### src/hdl/sfc_pkg.sv
package sfc_pkg;
    // command opcodes
    localparam logic [7:0] CMD_READ        = 8'h03;
    localparam logic [7:0] CMD_FAST_READ   = 8'h0B;
    localparam logic [7:0] CMD_SECT_ERASE  = 8'h20;
    localparam logic [7:0] CMD_BLK32_ERASE = 8'h52;
    localparam logic [7:0] CMD_BLK64_ERASE = 8'hD8;
    localparam logic [7:0] CMD_CHIP_ERASE  = 8'h60;
    localparam logic [7:0] CMD_CHIP_ERASE2 = 8'hC7;
    localparam logic [7:0] CMD_BYTE_PROG   = 8'h02;
    localparam logic [7:0] CMD_AUTO_INC    = 8'hAD;
    localparam logic [7:0] CMD_STAT_READ   = 8'h05;
    localparam logic [7:0] CMD_STAT_WR_EN  = 8'h50;
    localparam logic [7:0] CMD_STAT_WRITE  = 8'h01;
    localparam logic [7:0] CMD_WRITE_EN    = 8'h06;
    localparam logic [7:0] CMD_WRITE_DIS   = 8'h04;
    localparam logic [7:0] CMD_ID_READ     = 8'h90;
    localparam logic [7:0] CMD_ID_READ2    = 8'hAB;
    localparam logic [7:0] CMD_JEDEC_ID    = 8'h9F;
    localparam logic [7:0] CMD_BUSY_OUT_EN = 8'h70;
    localparam logic [7:0] CMD_BUSY_OUT_DI = 8'h80;
    // status byte field positions
    localparam int ST_BUSY    = 0;
    localparam int ST_WLATCH  = 1;
    localparam int ST_PROT_LO = 2;
    localparam int ST_AUTOINC = 6;
    localparam int ST_LOCK    = 7;
    // reset values and the read underrun fill byte
    localparam logic [3:0] PROT_RST = 4'h7;
    localparam logic       LOCK_RST = 1'b0;
    localparam logic [3:0] PIN_IDLE = 4'hA;
    localparam logic [7:0] UNDERRUN = 8'hFF;
    // array geometry and protected region bases
    localparam logic [18:0] ADDR_MAX  = 19'h7FFFF;
    localparam logic [18:0] PROT_BASE1 = 19'h70000;
    localparam logic [18:0] PROT_BASE2 = 19'h60000;
    localparam logic [18:0] PROT_BASE3 = 19'h40000;
    localparam logic [19:0] WORD_STEP = 20'h00002;

    typedef enum logic [5:0] {
        S_OPC = 6'h01, S_ADDR = 6'h02, S_DUMMY = 6'h04,
        S_DIN = 6'h08, S_DOUT = 6'h10, S_SKIP  = 6'h20
    } sfc_state_t;

    typedef enum logic [2:0] {
        K_PROG = 3'h0, K_WORD = 3'h1, K_SECT = 3'h2,
        K_BLK32 = 3'h3, K_BLK64 = 3'h4, K_CHIP = 3'h5
    } sfc_kind_t;

    typedef struct packed {
        sfc_kind_t   kind;
        logic [18:0] addr;
        logic [15:0] data;
    } sfc_op_t;

    // true when the address lies in the protected region
    function automatic logic sfc_is_prot(input logic [2:0] bp, input logic [18:0] a);
        case (bp)
            3'h0:    return 1'b0;
            3'h1:    return a >= PROT_BASE1;
            3'h2:    return a >= PROT_BASE2;
            3'h3:    return a >= PROT_BASE3;
            default: return 1'b1;
        endcase
    endfunction : sfc_is_prot
endpackage : sfc_pkg

### src/hdl/sfc_buf.sv
`timescale 1ns/100ps
module sfc_buf #(
    parameter int WIDTH = 8,
    parameter int DEPTH = 2
) (
    input  wire logic                     i_clk,
    input  wire logic                     i_rstn,
    input  wire logic                     i_flush,
    input  wire logic                     i_valid,
    output logic                          o_ready,
    input  wire logic [WIDTH-1:0]         i_data,
    output logic                          o_valid,
    input  wire logic                     i_ready,
    output logic [WIDTH-1:0]              o_data,
    output logic [$clog2(DEPTH+1)-1:0]    o_level
);
    localparam int AW = $clog2(DEPTH);
    localparam int CW = $clog2(DEPTH+1);

    logic [WIDTH-1:0] mem [DEPTH];
    logic [AW-1:0]    wr_ptr;
    logic [AW-1:0]    rd_ptr;
    logic [CW-1:0]    count;
    logic             push;
    logic             pop;

    if (DEPTH < 2 || (DEPTH & (DEPTH - 1)) != 0) begin : g_chk
        $error("sfc_buf: DEPTH must be a power of two, at least 2");
    end

    // handshakes and levels
    assign o_ready = count != CW'(DEPTH);
    assign o_valid = count != '0;
    assign push    = i_valid & o_ready;
    assign pop     = i_ready & o_valid;
    assign o_data  = mem[rd_ptr];
    assign o_level = count;

    // pointers and occupancy, flush empties the buffer
    always_ff @(posedge i_clk or negedge i_rstn) begin
        if (!i_rstn) begin
            wr_ptr <= '0;
            rd_ptr <= '0;
            count  <= '0;
        end else if (i_flush) begin
            wr_ptr <= '0;
            rd_ptr <= '0;
            count  <= '0;
        end else begin
            if (push) wr_ptr <= wr_ptr + AW'(1);
            if (pop) rd_ptr <= rd_ptr + AW'(1);
            if (push && !pop) count <= count + CW'(1);
            else if (pop && !push) count <= count - CW'(1);
        end
    end

    // storage words
    always_ff @(posedge i_clk) begin
        if (push && !i_flush) mem[wr_ptr] <= i_data;
    end
endmodule : sfc_buf

### src/hdl/sfc_top.sv
`timescale 1ns/100ps
module sfc_top #(
    parameter logic [7:0]  MAKER_ID  = 8'h5A,      // arbitrary value
    parameter logic [7:0]  PART_ID   = 8'hC3,      // arbitrary value
    parameter logic [23:0] JEDEC_ID  = 24'h5AC301, // arbitrary value
    parameter int          BUF_DEPTH = 2
) (
    input  wire logic        i_ref_clk,
    input  wire logic        i_rstn,
    input  wire logic        i_sck,
    input  wire logic        i_cs_n,
    input  wire logic        i_si,
    input  wire logic        i_wp_n,
    output logic             o_so,
    output logic             o_so_oe_n,
    output logic [7:0]       o_status,
    output logic             o_op_valid,
    output sfc_pkg::sfc_op_t o_op,
    input  wire logic        i_op_done,
    output logic             o_rd_req_valid,
    input  wire logic        i_rd_req_ready,
    output logic [18:0]      o_rd_addr,
    input  wire logic        i_rd_valid,
    output logic             o_rd_ready,
    input  wire logic [7:0]  i_rd_data
);
    localparam int LW = $clog2(BUF_DEPTH+1);

    if (BUF_DEPTH < 2) begin : g_chk
        $error("sfc_top: BUF_DEPTH must be at least 2");
    end

    sfc_pkg::sfc_state_t st;
    sfc_pkg::sfc_kind_t  ikind;
    logic [3:0]  pin_meta, pin_s;
    logic        sck_s, cs_s, si_s, wp_s, sck_d, cs_d;
    logic        sck_rise, sck_fall, cs_rise, byte_end;
    logic [7:0]  rx, next_rx, opcode, fetch, tx;
    logic [2:0]  bitcnt, ocnt;
    logic [1:0]  bytecnt, dcnt, jidx;
    logic [23:0] addr, addr_full;
    logic [15:0] data;
    logic        extra, addr_done, is_read, out_load, id_sel;
    logic        rd_on, rd_pend, buf_valid;
    logic [7:0]  buf_data;
    logic [LW-1:0] buf_level;
    logic        write_latch_bit, busy, auto_increment_program, aai_end, bsy_en, status_write_enable_cmd_arm, lock, init_q;
    logic [3:0]  prot;
    logic [18:0] aai_addr, word_base, iaddr;
    logic [19:0] word_next;
    logic        commit, tail_ok, wr_ok, issue, wsr_go;

    // two-stage synchronisers for every pin
    always_ff @(posedge i_ref_clk or negedge i_rstn) begin
        if (!i_rstn) begin
            pin_meta <= sfc_pkg::PIN_IDLE;
            pin_s    <= sfc_pkg::PIN_IDLE;
            sck_d    <= 1'b0;
            cs_d     <= 1'b1;
        end else begin
            pin_meta <= {i_wp_n, i_si, i_cs_n, i_sck};
            pin_s    <= pin_meta;
            sck_d    <= sck_s;
            cs_d     <= cs_s;
        end
    end

    // edges found on the synchronised serial clock and select
    assign {wp_s, si_s, cs_s, sck_s} = pin_s;
    assign sck_rise  = sck_s & ~sck_d & ~cs_s;
    assign sck_fall  = ~sck_s & sck_d & ~cs_s;
    assign cs_rise   = cs_s & ~cs_d;
    assign next_rx   = {rx[6:0], si_s};
    assign byte_end  = sck_rise && bitcnt == 3'h7;
    assign addr_full = {addr[15:0], next_rx};
    assign addr_done = byte_end && st == sfc_pkg::S_ADDR && bytecnt == 2'h2;
    assign is_read   = opcode == sfc_pkg::CMD_READ || opcode == sfc_pkg::CMD_FAST_READ;

    // phase after the opcode byte
    function automatic sfc_pkg::sfc_state_t opc_next(input logic [7:0] op, input logic inc);
        case (op)
            sfc_pkg::CMD_READ, sfc_pkg::CMD_FAST_READ, sfc_pkg::CMD_SECT_ERASE,
            sfc_pkg::CMD_BLK32_ERASE, sfc_pkg::CMD_BLK64_ERASE, sfc_pkg::CMD_BYTE_PROG,
            sfc_pkg::CMD_ID_READ, sfc_pkg::CMD_ID_READ2: return sfc_pkg::S_ADDR;
            sfc_pkg::CMD_AUTO_INC:   return inc ? sfc_pkg::S_DIN : sfc_pkg::S_ADDR;
            sfc_pkg::CMD_STAT_WRITE: return sfc_pkg::S_DIN;
            sfc_pkg::CMD_STAT_READ, sfc_pkg::CMD_JEDEC_ID: return sfc_pkg::S_DOUT;
            default:                 return sfc_pkg::S_SKIP;
        endcase
    endfunction : opc_next

    // phase after the third address byte
    function automatic sfc_pkg::sfc_state_t adr_next(input logic [7:0] op);
        case (op)
            sfc_pkg::CMD_FAST_READ: return sfc_pkg::S_DUMMY;
            sfc_pkg::CMD_READ, sfc_pkg::CMD_ID_READ, sfc_pkg::CMD_ID_READ2:
                return sfc_pkg::S_DOUT;
            sfc_pkg::CMD_BYTE_PROG, sfc_pkg::CMD_AUTO_INC: return sfc_pkg::S_DIN;
            default:                return sfc_pkg::S_SKIP;
        endcase
    endfunction : adr_next

    // command receiver, held idle while select is high
    always_ff @(posedge i_ref_clk or negedge i_rstn) begin
        if (!i_rstn) begin
            st      <= sfc_pkg::S_OPC;
            rx      <= 8'h00;
            bitcnt  <= 3'h0;
            bytecnt <= 2'h0;
            opcode  <= 8'h00;
            addr    <= 24'h000000;
            data    <= 16'h0000;
            dcnt    <= 2'h0;
            extra   <= 1'b0;
        end else if (cs_s) begin
            st      <= sfc_pkg::S_OPC;
            bitcnt  <= 3'h0;
            bytecnt <= 2'h0;
        end else if (sck_rise) begin
            rx     <= next_rx;
            bitcnt <= bitcnt + 3'h1;
            if (bitcnt == 3'h7) begin
                case (st)
                    sfc_pkg::S_OPC: begin
                        opcode  <= next_rx;
                        st      <= opc_next(next_rx, auto_increment_program);
                        bytecnt <= 2'h0;
                        dcnt    <= 2'h0;
                        extra   <= 1'b0;
                    end
                    sfc_pkg::S_ADDR: begin
                        addr    <= addr_full;
                        bytecnt <= bytecnt + 2'h1;
                        if (bytecnt == 2'h2) st <= adr_next(opcode);
                    end
                    sfc_pkg::S_DUMMY: st <= sfc_pkg::S_DOUT;
                    sfc_pkg::S_DIN: begin
                        data <= {data[7:0], next_rx};
                        if (dcnt != 2'h3) dcnt <= dcnt + 2'h1;
                    end
                    sfc_pkg::S_SKIP: extra <= 1'b1;
                    default: st <= st;
                endcase
            end
        end
    end

    // byte source for the output shifter
    always_comb begin
        case (opcode)
            sfc_pkg::CMD_STAT_READ: fetch = o_status;
            sfc_pkg::CMD_JEDEC_ID:  fetch = JEDEC_ID[8*(2-jidx) +: 8];
            sfc_pkg::CMD_ID_READ, sfc_pkg::CMD_ID_READ2:
                fetch = id_sel ? PART_ID : MAKER_ID;
            default: fetch = buf_valid ? buf_data : sfc_pkg::UNDERRUN;
        endcase
    end
    assign out_load = sck_fall && st == sfc_pkg::S_DOUT && ocnt == 3'h0;

    // output shifter, advanced on falling serial clock
    always_ff @(posedge i_ref_clk or negedge i_rstn) begin
        if (!i_rstn) begin
            tx     <= 8'h00;
            ocnt   <= 3'h0;
            jidx   <= 2'h0;
            id_sel <= 1'b0;
        end else if (cs_s) begin
            ocnt <= 3'h0;
            jidx <= 2'h0;
        end else begin
            if (addr_done) id_sel <= addr_full[0];
            if (sck_fall && st == sfc_pkg::S_DOUT) begin
                ocnt <= ocnt + 3'h1;
                tx   <= out_load ? fetch : {tx[6:0], 1'b0};
                if (out_load) jidx <= (jidx == 2'h2) ? 2'h0 : jidx + 2'h1;
            end
        end
    end

    // read prefetch toward the array, one request outstanding
    assign o_rd_req_valid = rd_on && !rd_pend && buf_level < LW'(BUF_DEPTH);
    always_ff @(posedge i_ref_clk or negedge i_rstn) begin
        if (!i_rstn) begin
            rd_on     <= 1'b0;
            rd_pend   <= 1'b0;
            o_rd_addr <= 19'h00000;
        end else begin
            if (i_rd_valid) rd_pend <= 1'b0;
            if (cs_s) begin
                rd_on <= 1'b0;
            end else if (addr_done && is_read) begin
                rd_on     <= 1'b1;
                o_rd_addr <= addr_full[18:0];
            end else if (o_rd_req_valid && i_rd_req_ready) begin
                rd_pend   <= 1'b1;
                o_rd_addr <= o_rd_addr + 19'h1;
            end
        end
    end

    // BUF_DEPTH-entry read data buffer
    sfc_buf #(
        .WIDTH (8),
        .DEPTH (BUF_DEPTH)
    ) u_buf (
        .i_clk   (i_ref_clk),
        .i_rstn  (i_rstn),
        .i_flush (cs_s | addr_done),
        .i_valid (i_rd_valid),
        .o_ready (o_rd_ready),
        .i_data  (i_rd_data),
        .o_valid (buf_valid),
        .i_ready (out_load && is_read),
        .o_data  (buf_data),
        .o_level (buf_level)
    );

    // commit decision when select rises on a byte boundary
    assign commit    = cs_rise && bitcnt == 3'h0;
    assign tail_ok   = st == sfc_pkg::S_SKIP && !extra;
    assign wr_ok     = write_latch_bit && !busy && (!auto_increment_program || opcode == sfc_pkg::CMD_AUTO_INC);
    assign word_base = auto_increment_program ? aai_addr : {addr[18:1], 1'b0};
    assign word_next = {1'b0, word_base} + sfc_pkg::WORD_STEP;
    assign wsr_go    = commit && opcode == sfc_pkg::CMD_STAT_WRITE && st == sfc_pkg::S_DIN
                       && dcnt == 2'h1 && (write_latch_bit || status_write_enable_cmd_arm) && !busy && !auto_increment_program;
    always_comb begin
        issue = 1'b0;
        ikind = sfc_pkg::K_PROG;
        iaddr = addr[18:0];
        if (commit && wr_ok) begin
            case (opcode)
                sfc_pkg::CMD_BYTE_PROG: issue = st == sfc_pkg::S_DIN && dcnt == 2'h1
                    && !sfc_pkg::sfc_is_prot(prot[2:0], addr[18:0]);
                sfc_pkg::CMD_AUTO_INC: begin
                    ikind = sfc_pkg::K_WORD;
                    iaddr = word_base;
                    issue = st == sfc_pkg::S_DIN && dcnt == 2'h2
                        && !sfc_pkg::sfc_is_prot(prot[2:0], word_base);
                end
                sfc_pkg::CMD_SECT_ERASE, sfc_pkg::CMD_BLK32_ERASE, sfc_pkg::CMD_BLK64_ERASE: begin
                    ikind = opcode == sfc_pkg::CMD_SECT_ERASE ? sfc_pkg::K_SECT :
                            opcode == sfc_pkg::CMD_BLK32_ERASE ? sfc_pkg::K_BLK32 :
                            sfc_pkg::K_BLK64;
                    issue = tail_ok && !sfc_pkg::sfc_is_prot(prot[2:0], addr[18:0]);
                end
                sfc_pkg::CMD_CHIP_ERASE, sfc_pkg::CMD_CHIP_ERASE2: begin
                    ikind = sfc_pkg::K_CHIP;
                    issue = tail_ok && prot[2:0] == 3'h0;
                end
                default: issue = 1'b0;
            endcase
        end
    end

    // status bits and operation issue; later assignments win, so sets beat clears
    always_ff @(posedge i_ref_clk or negedge i_rstn) begin
        if (!i_rstn) begin
            write_latch_bit <= 1'b0;
            busy <= 1'b0;
            auto_increment_program <= 1'b0;
            aai_end <= 1'b0;
            bsy_en <= 1'b0;
            status_write_enable_cmd_arm <= 1'b0;
            lock <= sfc_pkg::LOCK_RST;
            prot <= sfc_pkg::PROT_RST;
            aai_addr <= 19'h00000;
            o_op_valid <= 1'b0;
            o_op <= '0;
        end else begin
            o_op_valid <= issue;
            if (i_op_done) begin
                busy <= 1'b0;
                if (o_op.kind != sfc_pkg::K_WORD || aai_end) write_latch_bit <= 1'b0;
                if (aai_end) auto_increment_program <= 1'b0;
            end
            if (commit) begin
                status_write_enable_cmd_arm <= 1'b0;
                case (opcode)
                    sfc_pkg::CMD_WRITE_EN:    if (tail_ok && !auto_increment_program) write_latch_bit <= 1'b1;
                    sfc_pkg::CMD_WRITE_DIS: if (tail_ok) begin
                        write_latch_bit <= 1'b0;
                        auto_increment_program <= 1'b0;
                    end
                    sfc_pkg::CMD_STAT_WR_EN:  if (tail_ok) status_write_enable_cmd_arm <= 1'b1;
                    sfc_pkg::CMD_BUSY_OUT_EN: if (tail_ok) bsy_en <= 1'b1;
                    sfc_pkg::CMD_BUSY_OUT_DI: if (tail_ok) bsy_en <= 1'b0;
                    default: status_write_enable_cmd_arm <= 1'b0;
                endcase
            end
            if (wsr_go) begin
                write_latch_bit <= 1'b0;
                if (wp_s || !lock) begin
                    prot <= data[sfc_pkg::ST_PROT_LO +: 4];
                    lock <= data[sfc_pkg::ST_LOCK];
                end
            end
            if (issue) begin
                busy <= 1'b1;
                o_op <= '{kind: ikind, addr: iaddr, data: data};
                if (ikind == sfc_pkg::K_WORD) begin
                    auto_increment_program      <= 1'b1;
                    aai_addr <= word_next[18:0];
                    aai_end  <= word_next[19] ||
                                sfc_pkg::sfc_is_prot(prot[2:0], word_next[18:0]);
                end
            end
        end
    end

    // status byte view
    assign o_status[sfc_pkg::ST_BUSY]         = busy;
    assign o_status[sfc_pkg::ST_WLATCH]       = write_latch_bit;
    assign o_status[sfc_pkg::ST_PROT_LO +: 4] = prot;
    assign o_status[sfc_pkg::ST_AUTOINC]      = auto_increment_program;
    assign o_status[sfc_pkg::ST_LOCK]         = lock;

    // serial output and its enable, low while driving
    always_ff @(posedge i_ref_clk or negedge i_rstn) begin
        if (!i_rstn) begin
            o_so      <= 1'b0;
            o_so_oe_n <= 1'b1;
            init_q    <= 1'b1;
        end else begin
            init_q    <= 1'b0;
            o_so      <= st == sfc_pkg::S_DOUT ? tx[7] : ~busy;
            o_so_oe_n <= cs_s || !(st == sfc_pkg::S_DOUT || (bsy_en && auto_increment_program));
        end
    end
endmodule : sfc_top

### config.mk
export PLATFORM = sky130hd
export DESIGN_NAME = sfc_top
export DESIGN_NICKNAME = d
export VERILOG_FILES = /design/src/hdl/sfc_pkg.sv /design/src/hdl/sfc_buf.sv /design/src/hdl/sfc_top.sv
export SDC_FILE = /design/constraint.sdc
export NUM_CORES = 1
export LEC_CHECK = 0
export ABC_AREA = 1
export BUFFER_PORTS_ARGS = -buffer_cell sky130_fd_sc_hd__buf_2
export CAP_MARGIN = 20
export CORE_MARGIN = 8
export CORE_UTILIZATION = 55
export CTS_CLUSTER_SIZE = 20
export DETAILED_ROUTE_END_ITERATION = 8
export HOLD_SLACK_MARGIN = 0.1
export PLACE_DENSITY = 0.75
export SLEW_MARGIN = 20
export SYNTH_ARGS = -nofsm -noshare
export SYNTH_HDL_FRONTEND = slang
export SYNTH_HIERARCHICAL = 1
export SYNTH_SLANG_ARGS = --single-unit
### constraint.sdc
create_clock -name i_ref_clk -period 2.3 [get_ports i_ref_clk]
set_input_delay 0.23 -clock i_ref_clk [delete_from_list [all_inputs] [get_ports i_ref_clk]]
set_output_delay 0.23 -clock i_ref_clk [all_outputs]
set_load 0.005 [all_outputs]
==> out/qor.csv <==
stage,metric,value,unit
status,status,"finished, final reports clean",
worst_setup_path,startpoint_type,register,
synthesis,ys_top_cells_by_area,"dfrtp_1, nand2_1, o21ai_0",
synthesis,async_reset_ff_share,92.0,%
worst_setup_path,path_class,register to register,
floorplanning,dieWidth,154,µm
global_route,gr-usage-met3,4.46,%
timing,finalCriticalPeriod,2.14,ns
route,drc,0,
route,via_per_inst,5.39,
route,drtAntennaViolNets,0,
clock_network,path_clk_slew,0.08,ns
timing,drv_slew,0,
power,p_sw,0.00202,W
global_route,first_global_vias,8677,
global_route,met1_usage,28.3,%
route,vias,8967,
route,drt_iter0_drc,704,
floorplanning,rows,50,
global_route,track_usage,22.5,%
synthesis,synth_top_cell_by_area,dfrtp_1,
finish,ff_latch_area,5100,µm²
floorplanning,coreArea,18600,µm²
global_route,grt_pass1_wl,43100,µm
finish,multi_input_area,4470,µm²
timing,finalSetupViolCount,0,
worst_setup_path,slowest_delay,0.65,ns
floorplanning,die_h,154,µm
power,power_density,610,nW/µm²
clock_network,cts_sinks,200,
synthesis,yosysUniqueCellTypes,48,
worst_setup_path,critical_path.top_delay_family,simple AND/OR/NAND/NOR gates,
global_route,grt_max_degree,82,
finish,drive_above_1_share,16.6,%
synthesis,synth_area,10400,µm²
power,p_leak,5.75,nW
worst_setup_path,critPathMaxFanout,34,
floorplanning,io_pins,87,
power,intPower,0.00533,W
synthesis,synth.net_count,1338,
timing,max_slew.worst_pin.slew,0.692,ns
worst_setup_path,crit_path_end_kind,register,
synthesis,yosysMostFrequentCell,nand2_1,
place,place_inst,1612,
synthesis,ys_warn_count,6,
route,wl_per_cell,15.8,µm
power,power_frac_seq,52.3,%
power,p_clk_share,39.0,%
finish,area_growth_syn_to_layout,15.6,%
clock_network,numCtsBuffers,17,
place,io_buffers,86,
synthesis,synth_common_cells,"nand2_1, dfrtp_1, inv_1, o21ai_0, nor2_1",
global_route,grt_overflow_total,0,
clock_network,worstSkewPairLatency,0.44,ns
timing,finalHoldViolCount,0,
route,drt-pass1-iter-count,8,
worst_setup_path,cpMostUsedCell,inv_1,
worst_hold_path,hp-class,input port to register,
finish,fin_area,12100,µm²
floorplanning,die_area,23600,µm²
global_route,top_usage_layer,met2,
power,combinationalPowerShare,8.8,%
timing,period_share,93.2,%
place,dpl-instance-area,11200,µm²
finish,fin_cells,1663,
synthesis,synthCells,1305,
worst_setup_path,worstPathCellList,nand3_2 > inv_1 > nand3_1 > inv_1 > o21ai_1 > inv_2 > nand4_2 > nand3b_4 > buf_12 > nand2_1 > o21ai_2,
route,totalWireLength,26300,µm
worst_setup_path,crit_required,2.62,ns
power,swShare,27.5,%
worst_setup_path,cp_slowest_cell,dfstp_2,
synthesis,yosys_register_bits,200,
floorplanning,initial_utilization,55.9,%
worst_setup_path,cp.arrival,2.47,ns
global_route,gr-usage-met2,38.2,%
synthesis,synth.avg_cell_area,7.99,µm²
place,gp_congestion,0.944,
synthesis,synth_edf_count,16,
power,max-vdd-ir-drop,536,µV
global_route,antenna_found_initial,0,
finish,diodes,0,
place,hpwlAfterDp,19200,µm
synthesis,synth_top_area_share,41.8,%
clock_network,cts_tree,built,
finish,fillers,1589,
worst_setup_path,worst-path-buf-inv,4,
clock_network,htreeDepth,4,
finish,final_nets,1449,
timing,max_freq,0.466,GHz
clock_network,cts-root-buf,clkbuf_16,
synthesis,synthFlopType,dfrtp_1,
timing,max_slew_margin,53.9,%
flow_run,drv_cap,0,
synthesis,ys_seq_area_share,48.9,%
timing,skew,0.0129,ns
clock_network,cts_buffer_depth,2,
path summary, 6_finish.rpt:
check	start	endpoint	slack, ns	cells past startpoint
max in group asynchronous	i_rstn	pin_meta[3]$_DFF_PN1_	1.18	3
min	i_rd_req_ready	rd_pend$_DFF_PN0_	0.24	3
max	pin_s[1]$_DFF_PN1_	aai_addr[5]$_DFFE_PN0P_	0.16	11
min reg2reg	pin_meta[0]$_DFF_PN0_	pin_s[0]$_DFF_PN0_	0.35	0
min in group asynchronous	i_rstn	aai_addr[11]$_DFFE_PN0P_	0.41	2
max reg2reg	pin_s[1]$_DFF_PN1_	aai_addr[5]$_DFFE_PN0P_	0.16	11
state kept, by name, indices dropped and copies added, names as in the netlist, 4 cells and up:
| signal | count |
|---|---|
| o_op | 38 |
| st | 6 |
| addr | 19 |
| opcode | 8 |
| data | 16 |
| tx | 8 |
| aai_addr | 19 |
| pin_meta | 4 |
| prot | 4 |
| rx | 7 |
| pin_s | 4 |
| u_buf/mem | 16 |
| o_rd_addr | 19 |
layout make-up:
class / count / area share (%)
flip-flops and latches: 200 / 42.3
repair buffers: 136 / 8.32
inverters: 167 / 5.20
clock inverters: 15 / 1.11
clock buffers: 17 / 3.53
well taps: 234 / 2.43
multi-input cells: 894 / 37.1
placed cells by master (no fill, tap or decap), types with 4 or more instances in the layout:
cell,instances
buf_4,22
o211ai_1,8
buf_2,85
nand3_2,4
inv_1,154
nand2_2,6
inv_6,4
nand3_1,32
buf_12,10
nor3_2,4
xnor2_1,5
o21ai_0,132
edfxtp_1,16
inv_2,12
nor3_1,16
xor2_1,20
o22ai_1,7
nor2_1,93
nand4_1,16
nor2_2,11
ha_1,16
dfstp_2,10
dlygate4sd3_1,15
o21ai_1,55
clkbuf_16,18
a21oi_1,18
o21ai_2,18
nor2_4,8
dfrtp_1,174
nand2_1,393
repair_timing:
item                                   4_1_cts  5_1_grt
gates resized for setup                      0       17
hold buffers                                15        0
buffers inserted                             0        3
endpoints found under the hold margin       91        0
setup endpoints to repair                    0       75
kinds of logic after synthesis:
group / share of synthesized area [%]
xor+xnor: 2.10
buf+inv: 8.89
compound gates: 13.5
flops: 48.9
simple gates: 24.8
fa+ha+maj: 1.92
layer usage:
metal / share of wire [%] / wire length (µm)
met3: 5.0 / 1310
met1: 43 / 11400
met5: 0 / 0
met4: 2.1 / 545
met2: 50 / 13100
through the flow:
step | util, % | worst slack, ns | total power, W | setup TNS, ns | hold slack [ns]
2_1_floorplan | - | 0.320 | 0.00424 | 0 | -0.0656
3_3_place_gp | 60.1 | 0.0501 | 0.00449 | 0 | 0.328
4_1_cts | 63.9 | 0.0590 | 0.00737 | 0 | 0.205
5_1_grt | 64.7 | -0.0203 | 0.00764 | -0.0203 | 0.264
3_5_place_dp | 60.1 | 0.0763 | 0.00451 | 0 | 0.328
6_report | 64.7 | 0.155 | 0.00735 | 0 | 0.238
worst reg2reg max path, cell delays in order, from the launching register on:
cell and delay (ns):
dfstp_2 0.65, nand3_2 0.18, inv_1 0.12, nand3_1 0.12
inv_1 0.08, o21ai_1 0.10, inv_2 0.11, nand4_2 0.13
nand3b_4 0.20, buf_12 0.18, nand2_1 0.12, o21ai_2 0.05
power by group through the flow:
stage | sequential, W | combinational, W | clock (W)
2_1_floorplan | 0.00383 | 0.000410 | 0
3_5_place_dp | 0.00390 | 0.000607 | 0
4_1_cts | 0.00383 | 0.000631 | 0.00290
3_3_place_gp | 0.00390 | 0.000592 | 0
6_report | 0.00384 | 0.000644 | 0.00286
5_1_grt | 0.00385 | 0.000736 | 0.00306
(Power assumes the default switching activity.)
